## src/core/gauge_pkg.sv

```systemverilog
// Package with register map, field positions, reset values and types of the charge state flag logic.
package gauge_pkg;
  // Register byte offsets on the Avalon-MM slave.
  localparam logic [7:0] ctrl_off = 8'h00;
  localparam logic [7:0] status_off = 8'h04;
  localparam logic [7:0] first_set_off = 8'h08;
  localparam logic [7:0] final_set_off = 8'h0C;
  localparam logic [7:0] final_clr_off = 8'h10;
  localparam logic [7:0] dsg_thr_off = 8'h14;
  localparam logic [7:0] chg_thr_off = 8'h18;
  localparam logic [7:0] remain_off = 8'h1C;
  localparam logic [7:0] full_off = 8'h20;
  localparam logic [7:0] nom_remain_off = 8'h24;
  localparam logic [7:0] nom_full_off = 8'h28;
  localparam logic [7:0] qmax_off = 8'h2C;
  localparam logic [7:0] impedance_off = 8'h30;
  localparam logic [7:0] sample_off = 8'h34;
  // Field positions in the status word.
  localparam int first_flag_pos = 0;
  localparam int final_flag_pos = 1;
  localparam int load_model_pos = 2;
  localparam int dsg_active_pos = 3;
  localparam int chg_active_pos = 4;
  // Reset values.
  localparam logic [15:0] first_set_rst = 16'h0096;
  localparam logic [15:0] final_set_rst = 16'h004B;
  localparam logic [15:0] final_clr_rst = 16'h0064;
  localparam logic [15:0] dsg_thr_rst = 16'h003C;
  localparam logic [15:0] chg_thr_rst = 16'h004B;
  localparam logic [15:0] thr_max = 16'h07D0;
  localparam logic [15:0] disabled_level = 16'hFFFF;
  localparam logic [15:0] qmax_rst = 16'h05DC;
  localparam logic [15:0] remain_rst = 16'h03E8;
  localparam logic [15:0] reserve_mah = 16'h0000;
  // Load model encodings.
  typedef enum logic {const_current, const_power} load_model_type;
  // One measurement sample presented by software.
  typedef struct packed {
    logic signed [15:0] current_ma;
    logic [15:0] voltage_mv;
    logic [15:0] ocv_mv;
  } sample_type;
endpackage

```

## src/core/charge_state_flags.sv

```systemverilog
// Charge integration, capacity estimates and low capacity warning flags behind an Avalon-MM slave.
//
// The implementer's own choices: register access over Avalon-MM and the address map.
`timescale 1ns/1ns
// Function
// - Set first flag when remaining below set level.
// - Clear first flag when remaining above level.
// - Set final flag below final set level.
// - Final set level of minus one disables.
// - Clear final flag above clear level only.
// - Load model zero current, one power.
// - Status bit mirrors load model setting.
// - Discharge threshold 0 to 2000, default 60.
// - Charge threshold up to 2000, default 75.
// - Integrate charge, adjust state of charge.
// - Full charge under load to termination.
// - Provide uncompensated remaining and full values.
// - Impedance from predicted OCV versus loaded voltage.
module charge_state_flags (
  input wire logic clock_i,
  input wire logic resetn_i,
  input wire logic [7:0] address_i,
  input wire logic read_i,
  input wire logic write_i,
  input wire logic [31:0] writedata_i,
  input wire logic [3:0] byteenable_i,
  output logic [31:0] readdata_o,
  output logic waitrequest_o,
  output logic initial_low_capacity_flag_o,
  output logic final_low_capacity_flag_o,
  output logic load_model_status_bit_o
);
  import gauge_pkg::*;

  // Reset synchroniser stages; only the second stage is used by logic.
  // The first stage may go metastable on release, so nothing but the second stage reads it.
  logic rst_meta_q;
  logic rst_sync_q;
  // Configuration registers written by software.
  load_model_type load_model_q;
  logic [15:0] first_set_q;
  logic [15:0] final_set_q;
  logic [15:0] final_clr_q;
  logic [15:0] dsg_thr_q;
  logic [15:0] chg_thr_q;
  logic [15:0] qmax_q;
  // Block state.
  logic [15:0] remain_q;
  logic [15:0] remain_d;
  logic [15:0] impedance_q;
  logic signed [15:0] cur_q;
  logic [15:0] volt_q;
  logic upd_q;
  logic first_q;
  logic final_q;
  // Bus handshake: one wait cycle, then acknowledge.
  logic ack_q;

  // Reset release goes through two flops so deassertion is clean on clock_i.
  always_ff @(posedge clock_i or negedge resetn_i) begin
    if (!resetn_i) begin
      rst_meta_q <= 1'b0;
      rst_sync_q <= 1'b0;
    end else begin
      rst_meta_q <= 1'b1;
      rst_sync_q <= rst_meta_q;
    end
  end

  // Address decode as named wires.
  wire req = (read_i || write_i) && !ack_q;
  wire wr_go = write_i && ack_q;
  wire hit_ctrl = address_i == ctrl_off;
  wire hit_first = address_i == first_set_off;
  wire hit_fset = address_i == final_set_off;
  wire hit_fclr = address_i == final_clr_off;
  wire hit_dsg = address_i == dsg_thr_off;
  wire hit_chg = address_i == chg_thr_off;
  wire hit_qmax = address_i == qmax_off;
  wire hit_remain = address_i == remain_off;
  wire hit_sample = address_i == sample_off;
  wire [15:0] wlo = writedata_i[15:0];
  wire [15:0] whi = writedata_i[31:16];
  wire lo_en = &byteenable_i[1:0];
  // Threshold writes above the legal maximum are clamped to it.
  // Clamping keeps a bad write harmless instead of leaving an out of range threshold.
  wire [15:0] wthr = (wlo > thr_max) ? thr_max : wlo;

  // Discharge and charge detection against the programmable thresholds.
  // The magnitude must exceed a threshold; equality counts as rest, not as flow.
  wire signed [16:0] cur_ext = {cur_q[15], cur_q};
  wire [15:0] cur_mag = cur_q[15] ? 16'(-cur_q) : cur_q;
  wire dsg_active = cur_q[15] && (cur_mag > dsg_thr_q);
  wire chg_active = !cur_q[15] && (cur_mag > chg_thr_q);

  // Charge step: current in mA per update taken as mAh; saturate at zero and qmax.
  // Saturation keeps the count from wrapping past empty or climbing above the chemical capacity.
  wire signed [17:0] sum = {2'b00, remain_q} + {cur_ext[16], cur_ext};
  wire [15:0] sum_sat = sum[17] ? 16'h0000 : ((sum[16:0] > {1'b0, qmax_q}) ? qmax_q : sum[15:0]);
  // Noise below both thresholds is not integrated, avoiding drift at rest.
  wire [15:0] integ = (dsg_active || chg_active) ? sum_sat : remain_q;

  // Load loss: a constant-current model charges impedance times current; a constant-power
  // model adds one more impedance to that loss, a coarse stand-in for the full arithmetic.
  wire [31:0] loss_cc = impedance_q * cur_mag;
  wire [31:0] loss_cp = loss_cc + {16'h0000, impedance_q};
  wire [15:0] loss = (load_model_q == const_power) ? loss_cp[25:10] : loss_cc[25:10];
  wire [15:0] full_est = (qmax_q > loss) ? 16'(qmax_q - loss) : 16'h0000;
  wire [15:0] rem_comp = (remain_q > loss) ? 16'(remain_q - loss) : 16'h0000;
  wire [15:0] nom_rem = remain_q;
  wire [15:0] nom_full = qmax_q;
  // Impedance from the predicted open-circuit voltage less the loaded voltage.
  // Predicted open-circuit voltage, captured with each sample.
  logic [15:0] ocv_pred_q;
  // The drop floors at zero so a reading above the prediction never wraps.
  // A negative drop would mean a charging cell, where the impedance is left alone.
  wire [15:0] ocv_drop = (ocv_pred_q > volt_q) ? 16'(ocv_pred_q - volt_q) : 16'h0000;

  // Flag next values, evaluated on every remaining capacity update.
  // The compensated value is compared, since that is what software reads as remaining capacity.
  // A set and a clear can both hit for the final flag when its set level is above its clear level; set is given priority.
  // Equality fails the strict compare against that level, so a value parked on a level keeps the flag steady unless the final set level is above its clear level.
  wire first_set_hit = rem_comp < first_set_q;
  wire first_clr_hit = rem_comp > first_set_q;
  wire final_set_hit = (final_set_q != disabled_level) && (rem_comp < final_set_q);
  wire final_clr_hit = final_q && (rem_comp > final_clr_q);
  wire first_d = first_set_hit ? 1'b1 : (first_clr_hit ? 1'b0 : first_q);
  wire final_d = final_set_hit ? 1'b1 : (final_clr_hit ? 1'b0 : final_q);

  // Remaining capacity: software preload wins, otherwise integrate on a sample.
  always_comb begin
    remain_d = remain_q;
    if (wr_go && hit_remain && lo_en) begin
      remain_d = wlo;
    end else if (upd_q) begin
      remain_d = integ;
    end
  end

  // Status word read back; load model bit mirrors the setting directly.
  wire [31:0] status_w = {27'h0, chg_active, dsg_active, load_model_q == const_power, final_q, first_q};

  // Read mux as a priority chain; unmapped addresses read zero.
  wire [15:0] rd16 = hit_ctrl ? {15'h0, load_model_q == const_power} :
                     hit_first ? first_set_q : hit_fset ? final_set_q : hit_fclr ? final_clr_q :
                     hit_dsg ? dsg_thr_q : hit_chg ? chg_thr_q : hit_qmax ? qmax_q :
                     hit_remain ? rem_comp :
                     (address_i == full_off) ? full_est :
                     (address_i == nom_remain_off) ? nom_rem :
                     (address_i == nom_full_off) ? nom_full :
                     (address_i == impedance_off) ? impedance_q : 16'h0000;
  wire [31:0] rdata = (address_i == status_off) ? status_w : {16'h0000, rd16};

  // Bus handshake and read data.
  // A request is seen with ack low, and waitrequest drops on the following edge for one cycle.
  // Read data is refreshed every cycle, so it is valid at the edge where waitrequest is low.
  // The fixed single wait state trades a little bandwidth for a registered read path.
  always_ff @(posedge clock_i or negedge rst_sync_q) begin
    if (!rst_sync_q) begin
      ack_q <= 1'b0;
      waitrequest_o <= 1'b1;
      readdata_o <= 32'h0000_0000;
    end else begin
      ack_q <= req;
      waitrequest_o <= !req;
      readdata_o <= rdata;
    end
  end

  // Configuration writes take effect at the edge where waitrequest is low.
  // Writes need both low byte lanes; a partial write is dropped rather than merged.
  // The final set level accepts all ones, which stands for minus one and disables the final flag.
  always_ff @(posedge clock_i or negedge rst_sync_q) begin
    if (!rst_sync_q) begin
      load_model_q <= const_current;
      first_set_q <= first_set_rst;
      final_set_q <= final_set_rst;
      final_clr_q <= final_clr_rst;
      dsg_thr_q <= dsg_thr_rst;
      chg_thr_q <= chg_thr_rst;
      qmax_q <= qmax_rst;
    end else if (wr_go && lo_en) begin
      if (hit_ctrl) begin
        load_model_q <= load_model_type'(wlo[0]);
      end else if (hit_first) begin
        first_set_q <= wlo;
      end else if (hit_fset) begin
        final_set_q <= wlo;
      end else if (hit_fclr) begin
        final_clr_q <= wlo;
      end else if (hit_dsg) begin
        dsg_thr_q <= wthr;
      end else if (hit_chg) begin
        chg_thr_q <= wthr;
      end else if (hit_qmax) begin
        qmax_q <= wlo;
      end
    end
  end

  // Measurement sample: signed current in the low half, loaded voltage in the high half.
  // The prediction is a coarse stand-in: the loaded voltage plus a term from the previous current.
  // The update pulse follows the write by one cycle so integration sees the new current.
  always_ff @(posedge clock_i or negedge rst_sync_q) begin
    if (!rst_sync_q) begin
      cur_q <= 16'sh0000;
      volt_q <= 16'h0000;
      ocv_pred_q <= 16'h0000;
      upd_q <= 1'b0;
    end else begin
      upd_q <= wr_go && hit_sample;
      if (wr_go && hit_sample) begin
        cur_q <= $signed(wlo);
        volt_q <= whi;
        ocv_pred_q <= whi + 16'(cur_mag[15:4]);
      end
    end
  end

  // Capacity, impedance and flags; flags update one cycle after each remaining change.
  // Impedance is only refreshed under discharge load, where the drop is meaningful.
  // A preload to the same value raises no update unless a sample arrived too.
  logic rem_upd_q;
  always_ff @(posedge clock_i or negedge rst_sync_q) begin
    if (!rst_sync_q) begin
      remain_q <= remain_rst;
      impedance_q <= 16'h0000;
      rem_upd_q <= 1'b0;
      first_q <= 1'b0;
      final_q <= 1'b0;
    end else begin
      remain_q <= remain_d;
      rem_upd_q <= remain_d != remain_q || upd_q;
      if (upd_q && dsg_active) begin
        impedance_q <= ocv_drop;
      end
      if (rem_upd_q) begin
        first_q <= first_d;
        final_q <= final_d;
      end
    end
  end

  // Flag and status pins from flops.
  // The pins lag the internal flags by one cycle so every output comes straight from a flop.
  always_ff @(posedge clock_i or negedge rst_sync_q) begin
    if (!rst_sync_q) begin
      initial_low_capacity_flag_o <= 1'b0;
      final_low_capacity_flag_o <= 1'b0;
      load_model_status_bit_o <= 1'b0;
    end else begin
      initial_low_capacity_flag_o <= first_q;
      final_low_capacity_flag_o <= final_q;
      load_model_status_bit_o <= load_model_q == const_power;
    end
  end

  // Assertions.
  property p_first_set;
    @(posedge clock_i) disable iff (!rst_sync_q) rem_upd_q && first_set_hit |=> first_q;
  endproperty
  a_first_set: assert property (p_first_set) else $error("first flag not set");
  property p_first_clr;
    @(posedge clock_i) disable iff (!rst_sync_q) rem_upd_q && first_clr_hit |=> !first_q;
  endproperty
  a_first_clr: assert property (p_first_clr) else $error("first flag not cleared");
  property p_final_set;
    @(posedge clock_i) disable iff (!rst_sync_q) rem_upd_q && final_set_hit |=> final_q;
  endproperty
  a_final_set: assert property (p_final_set) else $error("final flag not set");
  property p_final_off;
    @(posedge clock_i) disable iff (!rst_sync_q) (final_set_q == disabled_level) && !final_q |=> !final_q;
  endproperty
  a_final_off: assert property (p_final_off) else $error("final flag rose while disabled");
  property p_final_clr;
    @(posedge clock_i) disable iff (!rst_sync_q) $fell(final_q) |-> $past(rem_comp) > $past(final_clr_q);
  endproperty
  a_final_clr: assert property (p_final_clr) else $error("final flag cleared early");
  property p_mirror;
    @(posedge clock_i) disable iff (!rst_sync_q) ##1 load_model_status_bit_o == $past(load_model_q == const_power);
  endproperty
  a_mirror: assert property (p_mirror) else $error("load model bit mismatch");
  property p_thr;
    @(posedge clock_i) disable iff (!rst_sync_q) dsg_thr_q <= thr_max && chg_thr_q <= thr_max;
  endproperty
  a_thr: assert property (p_thr) else $error("threshold beyond limit");
  property p_integ;
    @(posedge clock_i) disable iff (!rst_sync_q) upd_q && !(wr_go && hit_remain) |=> remain_q == $past(integ);
  endproperty
  a_integ: assert property (p_integ) else $error("charge not integrated");
  property p_equal;
    @(posedge clock_i) disable iff (!rst_sync_q) rem_upd_q && rem_comp == first_set_q |=> first_q == $past(first_q);
  endproperty
  a_equal: assert property (p_equal) else $error("equality changed flag");
  c_first: cover property (@(posedge clock_i) $rose(first_q));
  c_final: cover property (@(posedge clock_i) $fell(final_q));
  c_power: cover property (@(posedge clock_i) load_model_q == const_power);
  // Cover: a remaining update while the final flag is disabled.
  c_disabled: cover property (@(posedge clock_i) final_set_q == disabled_level && rem_upd_q);
  // Further checks on the flag path, the pins and the estimates.
  // The final flag may only rise while its set level is not the disabling value.
  property p_final_rise;
    @(posedge clock_i) disable iff (!rst_sync_q) $rose(final_q) |-> $past(final_set_q) != disabled_level;
  endproperty
  a_final_rise: assert property (p_final_rise) else $error("final flag rose while disabled");
  // The final flag stays up until the value rises above the clear level.
  property p_final_hold;
    @(posedge clock_i) disable iff (!rst_sync_q) rem_upd_q && final_q && !(rem_comp > final_clr_q) |=> final_q;
  endproperty
  a_final_hold: assert property (p_final_hold) else $error("final flag dropped below clear level");
  // The first flag pin follows the internal flag one cycle later.
  property p_first_pin;
    @(posedge clock_i) disable iff (!rst_sync_q) initial_low_capacity_flag_o == $past(first_q);
  endproperty
  a_first_pin: assert property (p_first_pin) else $error("first flag pin mismatch");
  // The final flag pin follows the internal flag one cycle later.
  property p_final_pin;
    @(posedge clock_i) disable iff (!rst_sync_q) final_low_capacity_flag_o == $past(final_q);
  endproperty
  a_final_pin: assert property (p_final_pin) else $error("final flag pin mismatch");
  // The constant-current model uses the plain impedance times current loss.
  property p_load_cc;
    @(posedge clock_i) disable iff (!rst_sync_q) load_model_q == const_current |-> loss == loss_cc[25:10];
  endproperty
  a_load_cc: assert property (p_load_cc) else $error("wrong load model in use");
  // The full charge estimate never exceeds the chemical capacity.
  property p_full_cap;
    @(posedge clock_i) disable iff (!rst_sync_q) full_est <= qmax_q;
  endproperty
  a_full_cap: assert property (p_full_cap) else $error("full estimate above capacity");
  // The compensated remaining value never exceeds the uncompensated one.
  property p_rem_comp;
    @(posedge clock_i) disable iff (!rst_sync_q) rem_comp <= nom_rem;
  endproperty
  a_rem_comp: assert property (p_rem_comp) else $error("compensated value above uncompensated");
  // Charge and discharge detection never hold together.
  property p_dir;
    @(posedge clock_i) disable iff (!rst_sync_q) !(dsg_active && chg_active);
  endproperty
  a_dir: assert property (p_dir) else $error("charge and discharge both detected");
endmodule

```

## config.mk

```make
export PLATFORM = sky130hd
export DESIGN_NAME = charge_state_flags
export DESIGN_NICKNAME = d
export VERILOG_FILES = /design/src/core/gauge_pkg.sv /design/src/core/charge_state_flags.sv
export SDC_FILE = /design/constraint.sdc
export NUM_CORES = 1
export LEC_CHECK = 0
export ABC_CLOCK_PERIOD_IN_PS = 15300
export BUFFER_PORTS_ARGS = -buffer_cell sky130_fd_sc_hd__buf_2
export CAP_MARGIN = 20
export CORE_ASPECT_RATIO = 0.75
export CORE_MARGIN = 1
export CORE_UTILIZATION = 50
export CTS_CLUSTER_SIZE = 28
export DETAILED_ROUTE_END_ITERATION = 10
export PLACE_DENSITY_LB_ADDON = 0.05
export SLEW_MARGIN = 20
export SYNTH_ARGS = -nofsm -noshare
export SYNTH_HDL_FRONTEND = slang
export SYNTH_SLANG_ARGS = --single-unit
```

## constraint.sdc

```tcl
create_clock -name clock_i -period 15.3 [get_ports clock_i]
set_input_delay 3.06 -clock clock_i [delete_from_list [all_inputs] [get_ports clock_i]]
set_output_delay 3.06 -clock clock_i [all_outputs]
set_load 0.03 [all_outputs]
```

==> run summary, run 1 <==
minimum clock period = 14.02 ns
Static Leakage = 12.4 nW
crit path to = final_q
worst vdd ir = 76.7 uV
CP max stage delay = 0.96 ns
crit path launch = cur_q[15]
max_cap viols = 0
vias in the first global route = 20200
Clock Tree Buf Depth = 3
Mapped Area = 0.0239 mm2
Worst Path Max Fanout = 14
leading post-synthesis cells by cell area = dfrtp_1 (18%), fa_1 (16%), ha_1 (13%)
initial antenna violation count = 3
Yosys reg bits = 204
global-route wire length before repair = 127000 um
Post-CTS Setup Bufs = 0
startpoint types = register
simple-gate share of the synthesized area = 0.165
DRT Wirelength = 83200 um
Adder-Cell Fraction of Synth Area = 0.291
Vias = 20800
Area Overhead vs Synth = 8.17%
Hold Path Cell Cnt = 0
R2R Setup Slk = 1.28 ns
Async SR Flop Fraction = 1.00
Compound-Gate Fraction of Synth Area = 0.168
largest net degree at the start of global routing = 80
worst hold slack = 0.354 ns
Arr. time, crit path = 14.51 ns
EDFF count, synth = 0
xor/xnor share of the synthesized area = 0.0530
post-cts sizing count = 0
routed length per instance = 23.8 um
gr usage total = 0.349
clk_skew = 0.0320 ns
number of buffers created by CTS = 24
RePlAce Congestion = 1.05
r2r endpoint = final_q
R2R Path Start = cur_q[15]
io pins = 84
PD cells = 53.7 mW/mm2
Routed Antenna Nets = 0
Die Span X = 255 um
Avg Inst Size Synth = 8.54 um2
list of most frequent post-synthesis cells = inv_1 (383), nand2_1 (360), ha_1 (256)
core area = 0.0473 mm2
fraction of layout cells with a size suffix above 1 = 0.0972
Yosys warning total = 0
mux share of post-synthesis cell area = 0.0236
clk root buf = clkbuf_16
H-Tree Depth = 1
detailed placement HPWL = 65000 um
predominant post-synthesis flop cell = dfrtp_1
depth of the most critical reg-to-reg path = 51
Skew-Pair Late Insertion Delay = 0.57 ns
Max Fclk = 71.3 MHz
WP data required = 15.78 ns
measured slew at the worst slew-check pin = 1.20 ns
Final nets = 3323
1st-iter DRT viols = 2027
port bufs = 65
Congestion Overflow GR = 0
DRT Pass-1 Iters = 5
sequential share of the synthesized area = 0.215
Max Slew Vio Count = 0
area share of the largest cell type after synthesis = 0.179
drt drc = 0
cell accounting for the most synthesized area = dfrtp_1
unique cell type count in the Yosys netlist = 89
outcome = finished clean
Slew HR = 0.194
final hold viol count = 0
largest family of logic cells by synthesized area = adder cells
clock-pin transition on the worst setup and hold timing paths = 0.06 ns
final-report setup violation count = 0
site row count = 69
CTS tree = yes
# hold bufs at CTS = 0
slowest CP cell = xnor2_2
kind of critical path = reg -> reg
antenna cells = 0
fin crit share = 0.916
die area = 0.0487 mm2
die height = 191 um
count leader, synth = inv_1
Vias/cell = 5.97
RSZ-0062 raised after global routing = false
CP Capture Type = register
setup TNS = 0 ns
starting density of the core = 0.506
TritonCTS sink count = 204
Synth Instances = 2803
Hold WC Path Type = reg -> reg
worst min-delay path by stage:
stage	from	end	slack, ns
after floorplan	rst_meta_q	rst_sync_q	0.33
after global placement	rst_meta_q	rst_sync_q	0.34
after detailed placement	rst_meta_q	rst_sync_q	0.34
after CTS	rst_meta_q	rst_sync_q	0.36
after global routing	rst_meta_q	rst_sync_q	0.38
final	rst_meta_q	rst_sync_q	0.35
metrics by stage:
stage	instance area (um2)	worst slack [ns]	util	total power, W	cells
after global routing	25900	0.547	0.547	0.00144	3490
after floorplan	24000	3.28	-	0.000719	2818
after global placement	25100	1.61	0.530	0.000791	3445
after detailed placement	25100	1.63	0.530	0.000795	3445
final	25900	1.28	0.547	0.00139	3490
after CTS	25900	1.53	0.547	0.00139	3489
critical path: cells and delay by family (launching register included):
family                     cells  cell delay [ns]
AOI/OAI and AO/OA             24             5.49
adders and majority gates     10             4.12
xor gates and xnor gates       3             1.56
DFF                            1             0.81
buffers and inverters          2             0.09
and+or+nand+nor               12             1.84
layout make-up:
type | instances | area (um2)
Fill cell | 4509 | 21400
Multi-Input combinational cell | 2099 | 17000
Sequential cell | 204 | 5150
Inverter | 383 | 1440
Tap cell | 639 | 800
Timing Repair Buffer | 121 | 753
Clock buffer | 40 | 742
Clock inverter | 4 | 48.8
cells by family after synthesis:
logic type | count (synthesis)
buf+inv | 515
simple gates | 822
flops | 204
xor+xnor | 139
compound gates | 625
fa+ha+maj | 445
mux | 51
other cells | 2
report_power, final:
| group | switching [W] | internal [W] |
|---|---|---|
| sequential | 0.0000133 | 0.000550 |
| clock | 0.000253 | 0.000346 |
| combinational | 0.000143 | 0.0000835 |
| total | 0.000409 | 0.000980 |
cells in the final DEF, fill, tap and decap left out, types with 22 or more instances in the layout:
cell type	n
nand2_1	359
nor2b_1	26
a21o_1	43
and2_1	120
xnor2_1	84
nand2b_1	22
nand3_1	31
inv_1	383
o21ai_0	168
nor3_1	26
o21bai_1	24
xor2_1	40
a22oi_1	32
mux2_2	44
nand4_1	41
a21oi_1	142
buf_4	54
ha_1	256
nor2_1	117
buf_2	65
o21a_1	26
dfrtp_1	170
clkbuf_16	25
a211oi_1	22
fa_1	186
dfstp_2	33
layer usage:
layer	wire length (um)	GRT usage	part of all wire	vias to the layer above
met3	8520	0.0712	0.10	102
li1	-	-	-	9482
met5	0	0	0	-
met4	1490	0.0622	0.018	0
met2	34700	0.507	0.42	873
met1	38500	0.533	0.46	10400
(Power assumes the default switching activity.)
==> inputs of run 2 (changes only) <==
- BUFFER_PORTS_ARGS: -buffer_cell sky130_fd_sc_hd__buf_2 -> unset
- CAP_MARGIN: 20 -> unset
- DONT_BUFFER_PORTS: unset -> 1
==> run summary, run 2 (synthesized netlist as in run 1, its figures left out) <==
outcome = finished clean
crit path launch = cur_q[0]
routed length per instance = 24.6 um (+3.3%)
io pins = 84 (unchanged)
Final Power = 0.00135 W (-2.9%)
Clock Tree Buf Depth = 3 (unchanged)
clk root buf = clkbuf_16
R2R Path Start = cur_q[0]
max_cap viols = 0 (unchanged)
dpl cell area = 0.0248 mm2 (-1.3%)
DRT Pass-1 Iters = 6 (+1)
kind of critical path = reg -> reg
CP Capture Type = register
1st-iter DRT viols = 2094 (+3.3%)
Hold WC Path Type = reg -> reg
Top delay family on crit path = compound AO/OA/AOI/OAI gates
global-route wire length before repair = 126000 um (-1.0%)
slowest CP cell = o41ai_1
Worst Path Max Fanout = 18 (+4)
vias in the first global route = 19800 (-1.8%)
setup TNS = 0 ns (unchanged)
drt drc = 0 (unchanged)
Die Span X = 255 um (unchanged)
post-cts sizing count = 0 (unchanged)
port bufs = 0 (-100%)
Arr. time, crit path = 14.44 ns (-0.07 ns)
# hold bufs at CTS = 0 (unchanged)
number of buffers created by CTS = 23 (-4.2%)
H-Tree Depth = 1 (unchanged)
final-report setup violation count = 0 (unchanged)
CTS tree = yes
Max Slew Vio Count = 0 (unchanged)
startpoint types = register
clock-pin transition on the worst setup and hold timing paths = 0.06 ns (about the same)
fraction of layout cells with a size suffix above 1 = 0.0776 (-0.0196)
DRT Wirelength = 84400 um (+1.4%)
RePlAce Congestion = 1.01 (-3.1%)
fin crit share = 0.912 (-0.00395)
Vias = 20500 (-1.6%)
Post-CTS Setup Bufs = 0 (unchanged)
WP data required = 15.78 ns (about the same)
core area = 0.0473 mm2 (unchanged)
most common cell after layout, fill and taps aside = inv_1
measured slew at the worst slew-check pin = 1.11 ns (-0.0960 ns)
Slew HR = 0.261 (+0.0675)
CP max stage delay = 0.71 ns (-0.25 ns)
initial antenna violation count = 5 (+2)
Max Fclk = 71.6 MHz (+0.43%)
final instance area = 0.0256 mm2 (-1.3%)
Congestion Overflow GR = 0 (unchanged)
die area = 0.0487 mm2 (unchanged)
antenna cells = 0 (unchanged)
Hold Crit Start = rst_meta_q
worst vdd ir = 94.8 uV (+24%)
final hold viol count = 0 (unchanged)
Area Overhead vs Synth = 6.81%
Vias/cell = 5.99 (+0.29%)
RSZ-0062 raised after global routing = false
Routed Antenna Nets = 0 (unchanged)
minimum clock period = 13.96 ns (-0.0605 ns)
detailed placement HPWL = 66800 um (+2.9%)
Static Leakage = 12.2 nW (-2.3%)
gr usage total = 0.350 (+0.00147)
starting density of the core = 0.506 (unchanged)
Final nets = 3258 (-2.0%)
site row count = 69 (unchanged)
TritonCTS sink count = 204 (unchanged)
crit path buf inv count = 6 (+4)
largest net degree at the start of global routing = 73 (-8.8%)
die height = 191 um (unchanged)
leading cell types in the layout, fill and taps excluded = inv_1 (383), nand2_1 (359), ha_1 (256)
PD cells = 52.8 mW/mm2 (-1.7%)
Skew-Pair Late Insertion Delay = 0.58 ns (about the same)
clk_skew = 0.0377 ns (+0.00574 ns)
## run 2: path summary, 6_finish.rpt
kind,endpoint,slack [ns],depth (start not counted)
max reg2reg,final_q,1.34,54
max,final_q,1.34,54
min in group asynchronous,cur_q[12],0.43,0
min,rst_sync_q,0.35,0
min reg2reg,rst_sync_q,0.35,0
max in group asynchronous,final_clr_q[1],12.54,2
## run 2: where the power goes
| group | switching, W | internal (W) |
|---|---|---|
| Clock | 0.000249 | 0.000334 |
| Combinational | 0.000120 | 0.0000784 |
| Sequential | 0.0000165 | 0.000550 |
| Total | 0.000386 | 0.000963 |
## run 2: per-layer routing
metal,wire [um],vias to the layer above,track usage,share of wire
met2,34700,818,0.500,0.41
li1,-,9378,-,-
met3,8820,131,0.108,0.10
met1,39000,10200,0.515,0.46
met5,13,-,0,0.00015
met4,1910,2,0.0744,0.023
## run 2: stage by stage
stage,instances,setup slack [ns],hold WS [ns],util
6_report,3424,1.34,0.353,0.540
5_1_grt,3424,0.568,0.380,0.540
4_1_cts,3423,1.50,0.357,0.540
3_5_place_dp,3381,1.62,0.344,0.523
3_3_place_gp,3381,1.63,0.336,0.523
2_1_floorplan,2818,3.28,0.331,-
## run 2: area by class of cell
| class | instances | area, um2 |
|---|---|---|
| repair buffers | 57 | 432 |
| well taps | 639 | 800 |
| inverters | 383 | 1440 |
| fillers | 4500 | 21800 |
| flip-flops and latches | 204 | 5150 |
| clock buffers | 36 | 704 |
| multi-input cells | 2099 | 17000 |
| clock inverters | 6 | 70.1 |
